`src/shared/rcp_pkg.sv`:
```
// Purpose: constants and types for the reset cause and power-on-clear logic
// Assumes: byte-wide cpu register port, 40 MHz system clock
// Notes: peripheral init table index order is listed by the rcp_periph_e names
package rcp_pkg;

    localparam logic [15:0] RCP_ADDR_BO_CTRL = 16'hff50;
    localparam logic [15:0] RCP_ADDR_BO_LEVEL = 16'hff51;
    localparam logic [15:0] RCP_ADDR_RESET_FLAGS = 16'hff54;

    localparam int RCP_WDT_FLAG_BIT = 4;
    localparam int RCP_LVI_FLAG_BIT = 0;
    localparam int RCP_BO_ENABLE_BIT = 7;
    localparam int RCP_BO_MODE_BIT = 1;
    localparam int RCP_BO_BELOW_BIT = 0;

    localparam logic [7:0] RCP_FLAGS_RESET = 8'h00;
    localparam logic [7:0] RCP_BO_CTRL_RESET = 8'h00;
    localparam logic [3:0] RCP_BO_LEVEL_RESET = 4'h0;
    localparam logic [7:0] RCP_BO_CTRL_WMASK = 8'h82;
    localparam logic [7:0] RCP_UNMAPPED_READ = 8'h00;

    localparam int RCP_PERIPH_N = 13;

    typedef enum logic [3:0] {
        RCP_SERIAL_MODE = 4'h0,
        RCP_SERIAL_CONTROL = 4'h1,
        RCP_SERIAL_BAUD = 4'h2,
        RCP_SERIAL_RX_BUF = 4'h3,
        RCP_SERIAL_TX_BUF = 4'h4,
        RCP_SERIAL_RX_ERR = 4'h5,
        RCP_SERIAL_TX_ERR = 4'h6,
        RCP_IRQ_MASK_A = 4'h7,
        RCP_IRQ_MASK_B = 4'h8,
        RCP_IRQ_REQUEST_A = 4'h9,
        RCP_IRQ_REQUEST_B = 4'ha,
        RCP_EXT_MODE_A = 4'hb,
        RCP_EXT_MODE_B = 4'hc
    } rcp_periph_e;

    localparam logic [7:0] RCP_PERIPH_INIT [RCP_PERIPH_N] = '{
        8'h01, 8'h16, 8'hff, 8'hff, 8'hff, 8'h00, 8'h00,
        8'hff, 8'hff, 8'h00, 8'h00, 8'h00, 8'h00
    };

    typedef struct packed {
        logic wdt_flag;
        logic lvi_flag;
        logic bo_enable;
        logic bo_mode;
        logic [3:0] bo_level;
        logic [7:0] rdata;
        logic int_rst;
    } rcp_state_t;

endpackage

```
`src/design/rcp_init_reg.sv`:
```
// Purpose: one byte register that returns to a fixed value on internal reset
// Assumes: clear has priority over the owning peripheral's load
// Notes: used once per peripheral register that needs a defined start value
module rcp_init_reg
    import rcp_pkg::*;
#(
    parameter logic [7:0] INIT = 8'h00
)
(
    input wire logic sys_clk_i,
    input wire logic clear_i,
    input wire logic load_i,
    input wire logic [7:0] data_i,
    output logic [7:0] q_o
);

    logic [7:0] q;
    logic [7:0] next_q;

    always_comb
    begin
        next_q = q;
        if (clear_i)
        begin
            next_q = INIT;
        end
        else if (load_i)
        begin
            next_q = data_i;
        end
    end

    always_ff @(posedge sys_clk_i)
    begin
        q <= next_q;
    end

    assign q_o = q;

endmodule

```
`src/design/rcp_reset_ctrl.sv`:
```
// Purpose: reset cause flags, power-on-clear reset and reset-time register init
// Assumes: reset_i is the synchronous pin reset; detector requests are levels
// Notes: flags update while the internal reset is active, priority pin > poc > wdt > lvi
module rcp_reset_ctrl
    import rcp_pkg::*;
(
    input wire logic sys_clk_i,
    input wire logic reset_i,
    input wire logic poc_below_i,
    input wire logic wdt_req_i,
    input wire logic lvi_req_i,
    input wire logic bo_below_i,
    input wire logic [15:0] addr_i,
    input wire logic rd_i,
    input wire logic wr_i,
    input wire logic [7:0] wdata_i,
    input wire logic [RCP_PERIPH_N-1:0] periph_we_i,
    input wire logic [7:0] periph_wdata_i,
    output logic [7:0] rdata_o,
    output logic internal_reset_o,
    output logic bo_enable_o,
    output logic bo_mode_o,
    output logic [3:0] bo_level_o,
    output logic [RCP_PERIPH_N-1:0][7:0] periph_regs_o
);

    rcp_state_t st;
    rcp_state_t next_st;
    logic src_poc;
    logic src_wdt;
    logic src_lvi;
    logic any_src;
    logic [7:0] flags_byte;
    logic [7:0] bo_ctrl_byte;

    ////////////////////////////////////////////////////////////////////////////
    // reset sources

    // poc comparator drives reset straight from power-up, no pin needed
    assign src_poc = poc_below_i;
    assign src_wdt = wdt_req_i && !src_poc;
    assign src_lvi = lvi_req_i && !src_poc && !wdt_req_i;
    assign any_src = src_poc || wdt_req_i || lvi_req_i;

    always_comb
    begin
        flags_byte = 8'h00;
        flags_byte[RCP_WDT_FLAG_BIT] = st.wdt_flag;
        flags_byte[RCP_LVI_FLAG_BIT] = st.lvi_flag;
        bo_ctrl_byte = 8'h00;
        bo_ctrl_byte[RCP_BO_ENABLE_BIT] = st.bo_enable;
        bo_ctrl_byte[RCP_BO_MODE_BIT] = st.bo_mode;
        bo_ctrl_byte[RCP_BO_BELOW_BIT] = bo_below_i && st.bo_enable;
    end

    ////////////////////////////////////////////////////////////////////////////
    // state update

    always_comb
    begin
        next_st = st;
        next_st.int_rst = any_src;
        // read data is captured from the old flags on the same edge as the clear
        next_st.rdata = RCP_UNMAPPED_READ;
        if (rd_i)
        begin
            if (addr_i == RCP_ADDR_RESET_FLAGS)
            begin
                next_st.rdata = flags_byte;
                next_st.wdt_flag = 1'b0;
                next_st.lvi_flag = 1'b0;
            end
            else if (addr_i == RCP_ADDR_BO_CTRL)
            begin
                next_st.rdata = bo_ctrl_byte;
            end
            else if (addr_i == RCP_ADDR_BO_LEVEL)
            begin
                next_st.rdata = {4'h0, st.bo_level};
            end
        end
        if (wr_i)
        begin
            if (addr_i == RCP_ADDR_BO_CTRL)
            begin
                next_st.bo_enable = wdata_i[RCP_BO_ENABLE_BIT];
                next_st.bo_mode = wdata_i[RCP_BO_MODE_BIT];
            end
            else if (addr_i == RCP_ADDR_BO_LEVEL)
            begin
                next_st.bo_level = wdata_i[3:0];
            end
        end
        // reset events come last so a set wins over a read clear
        if (src_poc)
        begin
            next_st.wdt_flag = 1'b0;
            next_st.lvi_flag = 1'b0;
            next_st.bo_enable = 1'b0;
            next_st.bo_mode = 1'b0;
            next_st.bo_level = RCP_BO_LEVEL_RESET;
        end
        else if (src_wdt)
        begin
            next_st.wdt_flag = 1'b1;
            next_st.lvi_flag = st.lvi_flag;
            next_st.bo_enable = 1'b0;
            next_st.bo_mode = 1'b0;
            next_st.bo_level = RCP_BO_LEVEL_RESET;
        end
        else if (src_lvi)
        begin
            // brownout settings deliberately left untouched here
            next_st.lvi_flag = 1'b1;
            next_st.wdt_flag = st.wdt_flag;
            next_st.bo_enable = st.bo_enable;
            next_st.bo_mode = st.bo_mode;
            next_st.bo_level = st.bo_level;
        end
    end

    always_ff @(posedge sys_clk_i)
    begin
        if (reset_i)
        begin
            st.wdt_flag <= 1'b0;
            st.lvi_flag <= 1'b0;
            st.bo_enable <= RCP_BO_CTRL_RESET[RCP_BO_ENABLE_BIT];
            st.bo_mode <= RCP_BO_CTRL_RESET[RCP_BO_MODE_BIT];
            st.bo_level <= RCP_BO_LEVEL_RESET;
            st.rdata <= RCP_FLAGS_RESET;
            st.int_rst <= 1'b1;
        end
        else
        begin
            st <= next_st;
        end
    end

    assign rdata_o = st.rdata;
    assign internal_reset_o = st.int_rst;
    assign bo_enable_o = st.bo_enable;
    assign bo_mode_o = st.bo_mode;
    assign bo_level_o = st.bo_level;

    ////////////////////////////////////////////////////////////////////////////
    // peripheral registers with defined values after any reset

    logic periph_clear;
    assign periph_clear = reset_i || any_src;

    genvar gi;
    generate
        for (gi = 0; gi < RCP_PERIPH_N; gi++)
        begin : g_periph
            rcp_init_reg #(
                .INIT(RCP_PERIPH_INIT[gi])
            ) u_reg (
                .sys_clk_i(sys_clk_i),
                .clear_i(periph_clear),
                .load_i(periph_we_i[gi]),
                .data_i(periph_wdata_i),
                .q_o(periph_regs_o[gi])
            );
        end
    endgenerate

    logic flags_read;
    assign flags_read = rd_i && (addr_i == RCP_ADDR_RESET_FLAGS);
endmodule

```
`config.mk`:
```
export PLATFORM = sky130hd
export DESIGN_NAME = rcp_reset_ctrl
export DESIGN_NICKNAME = d
export VERILOG_FILES = /design/src/shared/rcp_pkg.sv /design/src/design/rcp_init_reg.sv /design/src/design/rcp_reset_ctrl.sv
export SDC_FILE = /design/constraint.sdc
export NUM_CORES = 1
export LEC_CHECK = 0
export BUFFER_PORTS_ARGS = -buffer_cell sky130_fd_sc_hd__buf_4
export CORE_ASPECT_RATIO = 0.6
export CORE_MARGIN = 2
export CORE_UTILIZATION = 48
export CTS_BUF_LIST = sky130_fd_sc_hd__clkbuf_4 sky130_fd_sc_hd__clkbuf_8 sky130_fd_sc_hd__clkbuf_16
export DETAILED_ROUTE_END_ITERATION = 10
export GPL_ROUTABILITY_DRIVEN = 0
export GPL_TIMING_DRIVEN = 0
export PLACE_DENSITY = 0.79
export RECOVER_POWER = 50
export SYNTH_ARGS = -nofsm -noshare
export SYNTH_HDL_FRONTEND = slang
export SYNTH_SLANG_ARGS = --single-unit
```
`constraint.sdc`:
```
create_clock -name sys_clk_i -period 1.95 [get_ports sys_clk_i]
set_input_delay 0.195 -clock sys_clk_i [delete_from_list [all_inputs] [get_ports sys_clk_i]]
set_output_delay 0.195 -clock sys_clk_i [all_outputs]
set_load 0.05 [all_outputs]
```
# == Word-level counts from Yosys, hierarchy flattened ==
# Cells that the tools add are included.
# totals
ff_bits,121
inputBits,53
output_inout_bits,119
wordCells,66
# classes
n_eq_ne,4
mux,11
n_bitwise,5
n_reduce_logical,23
# op_table
op,n
"== test 16 bit, second input constant",3
two-way mux 8 bit,3
two-way mux 4 bit,3
AND reduction 3 bit,3
nonzero test 2 bit,4
two-way mux 2 bit,3
two-way mux 6 bit,1
OR reduction 3 bit,2
two-way mux 5 bit,1
inverter 1 bit,5
OR reduction 5 bit,1
logical AND 1 bit,4
AND reduction 4 bit,1
OR reduction 2 bit,2
OR reduction 4 bit,1
logical OR 1 bit,3
logical NOT 1 bit,2
"inequality test 2 bit, second input constant",1

# == Longest topological paths before layout ==
# Gate-level depths: netlist of the first run.
# logic_depth
ltp_word,6
ltp_mapped,5
ltp_nobuf,4

# == By module ==
# Synthesis of the first run repeated with hierarchy kept, for this count alone.
# hier_totals
hier_cells,417
hier_area_um2,4525.6
# modules_own_cells
module,n_inst,cells_each,area_each_um2,seq_area_each_um2
rcp_init_reg (g_periph[10].u_reg ...),6,26,285.3,160.2
rcp_init_reg (g_periph[2].u_reg ...),5,26,302.8,160.2
rcp_reset_ctrl,1,79,713.2,300.3
rcp_init_reg (g_periph[1].u_reg),1,26,296.5,160.2
rcp_init_reg (g_periph[0].u_reg),1,26,290.3,160.2

# == Least setup slack after synthesis of the first run ==
# OpenSTA, ideal clock, no wires.
# synth_path
path_type,input port to flip-flop
from,in addr_i[7]
to,"reg st, in the netlist rdata_o[7]"
setup_ns,0.073
t_arrival_ns,1.490
t_required_ns,1.877
slack_ns,0.388
path_stages,4
path_buffers,0
path_cell_list,nand4bb_1 -> or4_4 -> or3_4 -> nor3b_2
# synth_between
elab_chain_len,2
elab_cells_between_ends,4
cone_classes,2 x eq/ne; 1 x mux; 1 x reduce/logical
# synth_lines
item,line,rtl
"start, declared",rcp_reset_ctrl.sv:13,"input wire logic [15:0] addr_i,"
== test 16 bit (on tied branches),--,
OR reduction 3 bit (no source line) / two-way mux 8 bit (equally long branches),--,
"end signal, assigned",rcp_reset_ctrl.sv:136,st <= next_st;
"end, declared",rcp_reset_ctrl.sv:27,rcp_state_t st;
# Several ways; a longest one is shown, not always the timed one.
# A chain may end at the register's enable or synchronous reset.

# == Final worst setup path of the first run ==
# layout_path
from,in lvi_req_i
to,reg g_periph[1].u_reg.q[7]
# layout_between
elab_chain_len,2
# layout_lines
item,line,rtl
"start, declared",rcp_reset_ctrl.sv:11,"input wire logic lvi_req_i,"
logical OR 1 bit,rcp_reset_ctrl.sv:43,assign any_src = src_poc || wdt_req_i || lvi_req_i;
logical OR 1 bit,rcp_reset_ctrl.sv:150,assign periph_clear = reset_i || any_src;
"end signal, assigned",rcp_init_reg.sv:35,q <= next_q;
"end, declared",rcp_init_reg.sv:17,logic [7:0] q;
# Every way passes these cells.

==> impl_metrics.py, run 1 <==
metrics = {
    "cells_and_area": {
        "fin_nets": 646,
        "drive_gt1_share_pct": 13.0,
        "layoutNonFillerInstCount": 718,
        "layout_common_cells": "clkbuf_1 (141), dfxtp_1 (119), mux2i_1 (111)",
        "syn_to_final_growth_pct": 35.4,
        "fillers": 752,
        "final_common_cell": "clkbuf_1",
        "antennaDiodeCount": 0,
    },
    "timing": {
        "whs_ns": 0.0443,
        "max_slew_margin_pct": 33.8,
        "setup_violations": 0,
        "drv_slew": 0,
        "fin_setup_tns_ns": 0,
        "tightest_slew_ns": 0.984,
        "grt_setup_unrepaired": "false",
        "finalHoldViolations": 0,
        "fin_skew_ns": 0.00180,
        "fmax_ghz": 0.631,
        "period_minus_slack_ns": 1.58,
        "timing.final.crit_share_pct": 81.3,
    },
    "flow_run": {
        "max_cap_violations": 0,
    },
    "placement": {
        "dp_cells": 685,
        "io_buffers": 152,
        "hpwl_mm": 8.63,
    },
    "drt": {
        "drc": 0,
        "drtIter0Drc": 195,
        "first_pass_iters": 5,
        "avgRoutedWirePerCell_um": 17.5,
        "wirelength_mm": 12.5,
        "vias": 3618,
        "ant_nets": 0,
        "vias_per_cell": 5.04,
    },
    "worst_hold_path": {
        "hold_path_class": "primary input to flop",
        "min_to": "bo_level_o[3]",
        "hold_depth": 3,
        "hp-start": "wdata_i[3]",
    },
    "setup_path": {
        "path_buf_inv": 3,
        "cp.arrival_ns": 1.92,
        "cp.required_ns": 2.29,
        "critPathLaunchType": "primary input",
        "r2r_start": "bo_enable_o",
        "rr_worst_depth": 3,
        "slowest_stage": "nor4_2",
        "crit_type": "primary input to flop",
        "r2r_end": "rdata_o[0]",
        "slowest_delay_ns": 0.88,
        "crit_chain": "clkbuf_1, nor4_2, inv_2, clkbuf_1, nor2_1",
        "critPathTopFamily": "simple AND/OR/NAND/NOR gates",
        "rrSetupSlack_ns": 0.92,
        "path_max_fanout": 10,
        "cp_common_cell": "clkbuf_1",
        "worstSetupEndpointType": "flop",
    },
    "synth": {
        "netlist_area_um2": 4320,
        "yosys_warnings": 0,
        "avgSynthCellArea_um2": 10.3,
        "synthCells": 420,
        "yosysSeqAreaShare_pct": 55.1,
        "synth_top_family_by_area": "multiplexers",
        "synthAdderAreaFrac_pct": 0,
        "synth.distinct_cells": 28,
        "synth-simple-area-share_pct": 14.7,
        "ys_ff_latch": 119,
        "synth_compound_area_share_pct": 0.956,
        "muxShareOfSynthArea_pct": 25.7,
        "synth_xor_area_share_pct": 0,
    },
    "outcome": {
        "status": "finished, final reports clean",
    },
    "global_route": {
        "grt_pass1_vias": 3662,
        "grtUsageTotal_pct": 26.5,
        "grt_pass1_wl_mm": 19.8,
        "overflow": 0,
        "grt_max_degree": 17,
        "antenna_found_initial": 0,
    },
    "die": {
        "die_height_um": 77.5,
        "coreArea_um2": 8620,
        "start_util_pct": 50.1,
        "rows": 26,
        "die_w_um": 126,
        "io_pins": 172,
        "dieArea_um2": 9800,
    },
    "clocking": {
        "cts_tree": "done",
        "cts_htree_levels": 4,
        "cts_root_buf": "clkbuf_16",
        "clock_sinks": 119,
        "cts_hold_buf": 1,
        "clk_latency_ns": 0.41,
        "post_cts_resize_count": 0,
        "clockBufferDepth": 2,
        "clk_pin_slew_ns": 0.05,
        "cts_setup_buffers": 0,
        "cts_buffers": 17,
    },
    "power": {
        "ir_drop_mv": 0.686,
        "p_leak_nw": 2.45,
        "total_power_mw": 6.39,
        "power_density_nw_per_um2": 1090,
    },
}
-- how the worst max path moves through the flow --
stage	start	to	slack, ns	cells after the start
final	lvi_req_i	g_periph[1].u_reg.q_o[7]	0.37	5
after global routing	lvi_req_i	g_periph[11].u_reg.q_o[7]	0.16	5
after CTS	lvi_req_i	g_periph[12].u_reg.q_o[7]	0.39	5
after detailed placement	lvi_req_i	g_periph[12].u_reg.q_o[7]	-0.07	5
after global placement	lvi_req_i	g_periph[6].u_reg.q_o[7]	0.06	5
after floorplan	addr_i[7]	rdata_o[7]	0.39	4
-- state kept, by name, summed over array words and instances, names as in the netlist --
signal / cells
g_periph.u_reg.q_o: 104
bo_level_o: 4
internal_reset_o: 1
flags_byte: 2
rdata_o: 6
bo_mode_o: 1
bo_enable_o: 1
-- power by group --
group          switching (mW)  internal, mW
logic                   0.293         0.167
registers              0.0137          2.46
clock network            1.10          2.36
total                    1.40          4.99
-- metrics by stage --
| step | utilization (%) | instance area [um^2] | worst slack, ns |
|---|---|---|---|
| after floorplan | - | 4320 | 0.388 |
| after global placement | 65.0 | 5610 | 0.0629 |
| after detailed placement | 65.0 | 5610 | -0.0681 |
| after CTS | 72.8 | 6280 | 0.392 |
| after global routing | 67.9 | 5850 | 0.163 |
| final | 67.9 | 5850 | 0.365 |
-- kinds of logic after synthesis --
logic type / Yosys count
simple gates: 146
mux: 111
other cells: 1
buf+inv: 37
flops: 119
compound gates: 6
-- per-layer routing --
metal | global-route usage [%] | up-vias | wire, um
li1 | - | 1743 | -
met1 | 32.8 | 1717 | 5540
met2 | 42.9 | 146 | 5700
met3 | 11.6 | 12 | 1150
met4 | 6.37 | 0 | 145
met5 | 0 | - | 0
-- cell type report --
cell class	count	area [um^2]	share of cell area (%)
buffer	35	139	2.37
clock inverter	12	198	3.38
tap	112	140	2.39
clock buffer	20	467	7.98
multi-input combinational	265	1790	30.6
timing repair buffer	153	727	12.4
sequential	119	2380	40.7
inverter	2	7.51	0.128
-- synthesized netlist by cell type --
| library cell | number | area, um^2 |
|---|---|---|
| a221oi_1 | 1 | 8.76 |
| o21ai_0 | 2 | 10.0 |
| inv_1 | 1 | 3.75 |
| nor4_2 | 1 | 12.5 |
| nor3b_2 | 1 | 12.5 |
| a31oi_1 | 2 | 12.5 |
| nand2_1 | 58 | 218 |
| conb_1 | 1 | 3.75 |
| clkbuf_1 | 28 | 105 |
| nand2b_1 | 3 | 18.8 |
| mux2i_1 | 111 | 1110 |
| nand4b_1 | 1 | 8.76 |
| buf_1 | 5 | 18.8 |
| or3b_2 | 1 | 8.76 |
| or4_4 | 1 | 11.3 |
| nand4_1 | 2 | 12.5 |
| nor3_1 | 4 | 20.0 |
| o211a_1 | 1 | 10.0 |
| or3_4 | 1 | 11.3 |
| dfxtp_1 | 119 | 2380 |
| nor2_2 | 1 | 6.26 |
| nor4_1 | 1 | 6.26 |
| buf_4 | 2 | 15.0 |
| nand4bb_1 | 2 | 22.5 |
| nor2b_1 | 1 | 6.26 |
| and3_1 | 2 | 12.5 |
| nor2_1 | 66 | 248 |
| inv_2 | 1 | 3.75 |
-- worst min-delay path, cell delays in order --
cell and delay, ns:
buf_4 0.11, nand2_1 0.04, mux2i_1 0.05
Note: power is estimated with default switching activity, not from simulation.
==> run 2, diff against run 1 <==
Settings changed: ABC_AREA from default to 1, CORE_UTILIZATION 48 to 44, PLACE_DENSITY 0.79 to 0.76.
Clock period 1.95 ns to 1.44 ns, I/O delays scaled along.
==> impl_metrics.py, run 2 <==
metrics = {
    "outcome": {
        "status": "finished, final reports clean",
    },
    "clocking": {
        "cts_buffers": 17,
        "cts_tree": "done",
        "cts_hold_buf": 5,
        "cts_setup_buffers": 0,
        "clock_sinks": 119,
        "clockBufferDepth": 2,
        "clk_latency_ns": 0.40,
        "post_cts_resize_count": 0,
        "cts_htree_levels": 4,
        "clk_pin_slew_ns": 0.06,
        "cts_root_buf": "clkbuf_16",
    },
    "synth": {
        "synthCells": 582,
        "synth_top_area_cell": "dfxtp_1",
        "synth_common_cells": "nand2_1 (241), dfxtp_1 (119), a21oi_2 (59), nand3_1 (48), inv_1 (33)",
        "synth_edf_count": 0,
        "netlist_area_um2": 4590,
        "yosysTopAreaCellShare_pct": 51.9,
        "synthFlopType": "dfxtp_1",
        "synth.distinct_cells": 21,
        "yosysMostFrequentCell": "nand2_1",
        "synth_xor_area_share_pct": 0,
        "synthArstFlopShare_pct": 0,
        "synth_top_family_by_area": "simple AND/OR/NAND/NOR gates",
        "synth-simple-area-share_pct": 29.4,
        "synth.area.top_cells": "dfxtp_1 (52%), nand2_1 (20%), a21oi_2 (11%)",
        "avgSynthCellArea_um2": 7.89,
        "synth_compound_area_share_pct": 11.8,
        "ys_ff_latch": 119,
        "muxShareOfSynthArea_pct": 0,
        "yosysSeqAreaShare_pct": 51.9,
        "synthAdderAreaFrac_pct": 0,
        "yosys_warnings": 0,
    },
    "global_route": {
        "grt_pass1_vias": 4161,
        "overflow": 0,
        "grt_pass1_wl_mm": 21.1,
        "grt_max_degree": 17,
        "grtUsageTotal_pct": 24.1,
        "antenna_found_initial": 0,
    },
    "power": {
        "cellInternalPower_mw": 6.55,
        "power_density_nw_per_um2": 1330,
        "ir_drop_mv": 0.860,
        "switching_share_pct": 22.7,
        "switching_power_mw": 1.92,
        "pwr-share-clk_pct": 52.5,
        "p_leak_nw": 2.96,
        "total_power_mw": 8.46,
        "comb_power_share_pct": 7.8,
        "seqPwrFrac_pct": 39.7,
    },
    "die": {
        "coreArea_um2": 10000,
        "die_w_um": 136,
        "die_height_um": 83.2,
        "dieArea_um2": 11300,
        "start_util_pct": 45.9,
        "rows": 28,
        "io_pins": 172,
    },
    "setup_path": {
        "r2r_start": "bo_enable_o",
        "cp.arrival_ns": 1.48,
        "path_max_fanout": 10,
        "crit_type": "primary input to flop",
        "critPathLaunchType": "primary input",
        "startpoint": "poc_below_i",
        "worstSetupEndpointType": "flop",
        "cp.required_ns": 1.76,
    },
    "timing": {
        "period_minus_slack_ns": 1.16,
        "drv_slew": 0,
        "fin_skew_ns": 0.00495,
        "setup_violations": 0,
        "fmax_ghz": 0.862,
        "tightest_slew_ns": 0.806,
        "grt_setup_unrepaired": "false",
        "max_slew_margin_pct": 46.3,
        "timing.final.crit_share_pct": 80.6,
        "fin_setup_tns_ns": 0,
        "finalHoldViolations": 0,
    },
    "cells_and_area": {
        "syn_to_final_growth_pct": 38.5,
        "final_cell_area_um2": 6360,
        "layout_common_cells": "nand2_1 (241), buf_4 (149), dfxtp_1 (119)",
        "antennaDiodeCount": 0,
        "drive_gt1_share_pct": 26.1,
        "final_common_cell": "nand2_1",
        "fin_nets": 813,
        "fillers": 921,
        "largest_register_ffs": 104,
    },
    "drt": {
        "drc": 0,
        "drtIter0Drc": 287,
        "avgRoutedWirePerCell_um": 14.8,
        "ant_nets": 0,
        "wirelength_mm": 13.4,
        "first_pass_iters": 5,
        "vias": 4501,
        "vias_per_cell": 4.96,
    },
    "placement": {
        "hpwl_mm": 9.42,
        "dpl_cell_area_um2": 5920,
        "io_buffers": 153,
    },
    "flow_run": {
        "max_cap_violations": 0,
    },
    "worst_hold_path": {
        "hold_path_class": "primary input to flop",
        "hp-start": "periph_wdata_i[7]",
    },
}
## run 2: cell types whose count changed after synthesis, sizes merged, moves of 3 or more
cell,change
nand3,+49
inv,+34
a21oi,+62
clkbuf,-20
nand2,+183
nor3,-3
nor2,-32
mux2i,-111
nand2b,-3
buf,+18
## run 2: layout make-up
cell class | instances | area (um^2) | share of cell area (%)
sequential | 119 | 2380 | 37.4
multi-input combinational | 395 | 1700 | 26.7
timing repair buffer | 158 | 1180 | 18.5
clock buffer | 25 | 517 | 8.12
tap | 135 | 169 | 2.65
buffer | 33 | 166 | 2.61
inverter | 36 | 135 | 2.12
clock inverter | 7 | 115 | 1.81
## run 2: path summary, 6_finish.rpt
path	to	slack [ns]	depth (start not counted)
max	g_periph[9].u_reg.q_o[5]	0.28	9
min	g_periph[12].u_reg.q_o[7]	0.03	3
max reg2reg	rdata_o[0]	0.71	4
min reg2reg	rdata_o[4]	0.46	2
## run 2: cell families after synthesis
kind of cell	count (synthesis)
DFF	119
other	1
and+or+nand+nor	329
AOI/OAI and AO/OA	64
buffers and inverters	69
## run 2: critical path, cell delays in order
cell	delay [ns]
clkbuf_1	0.11
nor2_2	0.12
inv_2	0.08
nor2_8	0.14
inv_1	0.12
nor2_8	0.17
inv_1	0.18
clkbuf_2	0.25
a21oi_1	0.16
## run 2: power by group through the flow
stage	Clock [mW]	Combinational, mW	Sequential [mW]
floorplan	0	0.308	3.55
global route	4.68	0.724	3.36
global placement	0	0.667	3.43
CTS	4.49	0.697	3.36
detailed placement	0	0.682	3.43
finish	4.44	0.664	3.36
## run 2: stage by stage
step                worst slack [ns]  util (%)  instances  hold slack (ns)
CTS                            0.298      65.8        908           0.0134
global placement              0.0840      59.0        871            0.366
detailed placement            0.0618      59.0        871            0.373
floorplan                      0.399         -        583            0.256
global route                   0.187      63.5        908           0.0274
finish                         0.280      63.5        908           0.0288
## run 2: routing by layer
layer	wire length, um	GRT usage [%]	part of all wire (%)	up-vias
met3	1310	6.47	9.8	20
li1	-	-	-	2175
met1	5930	32.9	44	2086
met4	226	8.14	1.7	0
met2	5970	36.9	44	220
met5	0	0	0	-
==> run 3, diff against run 2 <==
Clock period 1.44 ns to 1.05 ns, I/O delays scaled along.
==> impl_metrics.py, run 3 (synthesis results as in run 2) <==
metrics = {
    "power": {
        "comb_power_share_pct": 8.4,
        "switching_power_mw": 2.67,
        "power_density_nw_per_um2": 1660,
        "ir_drop_mv": 1.19,
        "p_leak_nw": 3.13,
        "switching_share_pct": 22.8,
        "seqPwrFrac_pct": 39.5,
        "pwr-share-clk_pct": 52.1,
        "cellInternalPower_mw": 9.04,
    },
    "global_route": {
        "grt_pass1_wl_mm": 22.2,
        "grt_max_degree": 17,
        "antenna_found_initial": 0,
        "grt_pass1_vias": 4398,
        "overflow": 0,
        "grtUsageTotal_pct": 25.3,
    },
    "drt": {
        "vias_per_cell": 4.98,
        "avgRoutedWirePerCell_um": 15.6,
        "first_pass_iters": 7,
        "drc": 0,
        "vias": 4575,
        "ant_nets": 0,
        "drtIter0Drc": 308,
        "wirelength_mm": 14.3,
    },
    "setup_path": {
        "r2r_start": "bo_enable_o",
        "rr_worst_depth": 4,
        "critPathTopFamily": "flip-flops",
        "slowest_delay_ns": 0.36,
        "crit_chain": "buf_6",
        "critPathLaunchType": "flop",
        "cp.required_ns": 0.94,
        "rrSetupSlack_ns": 0.34,
        "cp.arrival_ns": 0.93,
        "startpoint": "g_periph[6].u_reg.q_o[3]",
        "r2r_end": "rdata_o[0]",
        "crit_type": "flop to output port",
        "path_buf_inv": 1,
        "worstSetupEndpointType": "output port",
        "path_max_fanout": 2,
        "slowest_stage": "dfxtp_1",
    },
    "flow_run": {
        "max_cap_violations": 0,
    },
    "cells_and_area": {
        "drive_gt1_share_pct": 40.0,
        "fillers": 828,
        "final_common_cell": "nand2_1",
        "antennaDiodeCount": 0,
        "largest_register_ffs": 104,
        "layout_common_cells": "nand2_1 (241), buf_6 (112), dfxtp_2 (94)",
        "fin_nets": 823,
        "syn_to_final_growth_pct": 53.0,
        "final_core_util_pct": 70.2,
    },
    "timing": {
        "period_minus_slack_ns": 1.04,
        "whs_ns": -0.00674,
        "fin_skew_ns": 0.00424,
        "drv_slew": 0,
        "fmax_ghz": 0.964,
        "tightest_slew_ns": 0.808,
        "setup_violations": 0,
        "max_slew_margin_pct": 46.1,
        "fin_setup_tns_ns": 0,
        "timing.final.crit_share_pct": 98.8,
        "finalHoldViolations": 3,
    },
    "clocking": {
        "cts_buffers": 17,
        "cts_hold_buf": 15,
        "cts_htree_levels": 4,
        "cts_root_buf": "clkbuf_16",
        "cts_tree": "done",
        "clk_pin_slew_ns": 0.05,
        "cts_setup_buffers": 0,
        "clockBufferDepth": 2,
        "clock_sinks": 119,
        "clk_latency_ns": 0.40,
    },
    "die": {
        "coreArea_um2": 10000,
        "die_w_um": 136,
        "die_height_um": 83.2,
        "start_util_pct": 45.9,
        "rows": 28,
        "io_pins": 172,
        "dieArea_um2": 11300,
    },
    "outcome": {
        "status": "finished, violations left",
        "violations": "hold timing",
    },
    "worst_hold_path": {
        "hold_depth": 3,
        "hold_path_class": "primary input to flop",
        "hp-start": "lvi_req_i",
        "min_to": "g_periph[4].u_reg.q_o[0]",
    },
    "placement": {
        "hpwl_mm": 9.42,
        "io_buffers": 153,
    },
}
-- run 3: cell count changes in the layout (fill, tap and decap cells not counted), moves of 3 or more --
| cell | delta |
|---|---|
| a21oi_1 | -12 |
| buf_6 | +108 |
| dlygate4sd3_1 | +10 |
| buf_2 | +3 |
| buf_4 | -113 |
| a21oi_2 | +12 |
| dfxtp_2 | +94 |
| dfxtp_1 | -94 |
-- run 3: power by group through the flow --
stage               sequential, mW  combinational (mW)  clock [mW]
global route                  4.62                1.07        6.43
finish                        4.62               0.983        6.10
global placement              4.70               0.914           0
detailed placement            4.70               0.936           0
floorplan                     4.87               0.423           0
CTS                           4.61                1.01        6.16
-- run 3: area by class of cell --
type                            instances  area, um^2  share of cell area [%]
Clock inverter                          7         115                    1.64
Inverter                               36         135                    1.92
Sequential cell                       119        2500                    35.6
Clock buffer                           25         517                    7.35
Tap cell                              135         169                    2.40
Multi-Input combinational cell        395        1750                    24.9
Timing Repair Buffer                  168        1700                    24.2
Buffer                                 33         146                    2.08
-- run 3: how the worst max path moves through the flow --
stage / endpoint / slack, ns / cells past startpoint
floorplan: rdata_o[0] / 0.009 / 4
global placement: g_periph[2].u_reg.q_o[7] / -0.27 / 8
detailed placement: g_periph[7].u_reg.q_o[7] / -0.29 / 8
CTS: periph_regs_o[27] / 0.0002 / 1
global route: periph_regs_o[51] / -0.01 / 1
finish: periph_regs_o[51] / 0.01 / 1
-- run 3: metrics by stage --
stage	hold slack (ns)	total power, mW	cells	cell area, um^2	setup slack [ns]
global placement	0.327	5.61	871	5920	-0.267
floorplan	0.217	5.29	583	4600	0.00854
detailed placement	0.334	5.63	871	5920	-0.289
global route	-0.0152	12.1	918	7030	-0.0128
CTS	-0.0202	11.8	918	7080	0.000223
finish	-0.00674	11.7	918	7030	0.0130
-- run 3: what timing repair did --
item | CTS | global route
endpoints found under the hold margin | 34 | 3
resized for setup | 126 | 80
endpoints found under the setup margin | 91 | 72
-- run 3: metal layers --
layer / global-route usage, % / routed length, um / share of wire, % / vias up
met5: 0 / 0 / 0 / -
met2: 39.0 / 6540 / 46 / 199
li1: - / - / - / 2190
met3: 7.88 / 1190 / 8.3 / 27
met4: 8.62 / 285 / 2.0 / 0
met1: 33.6 / 6280 / 44 / 2159
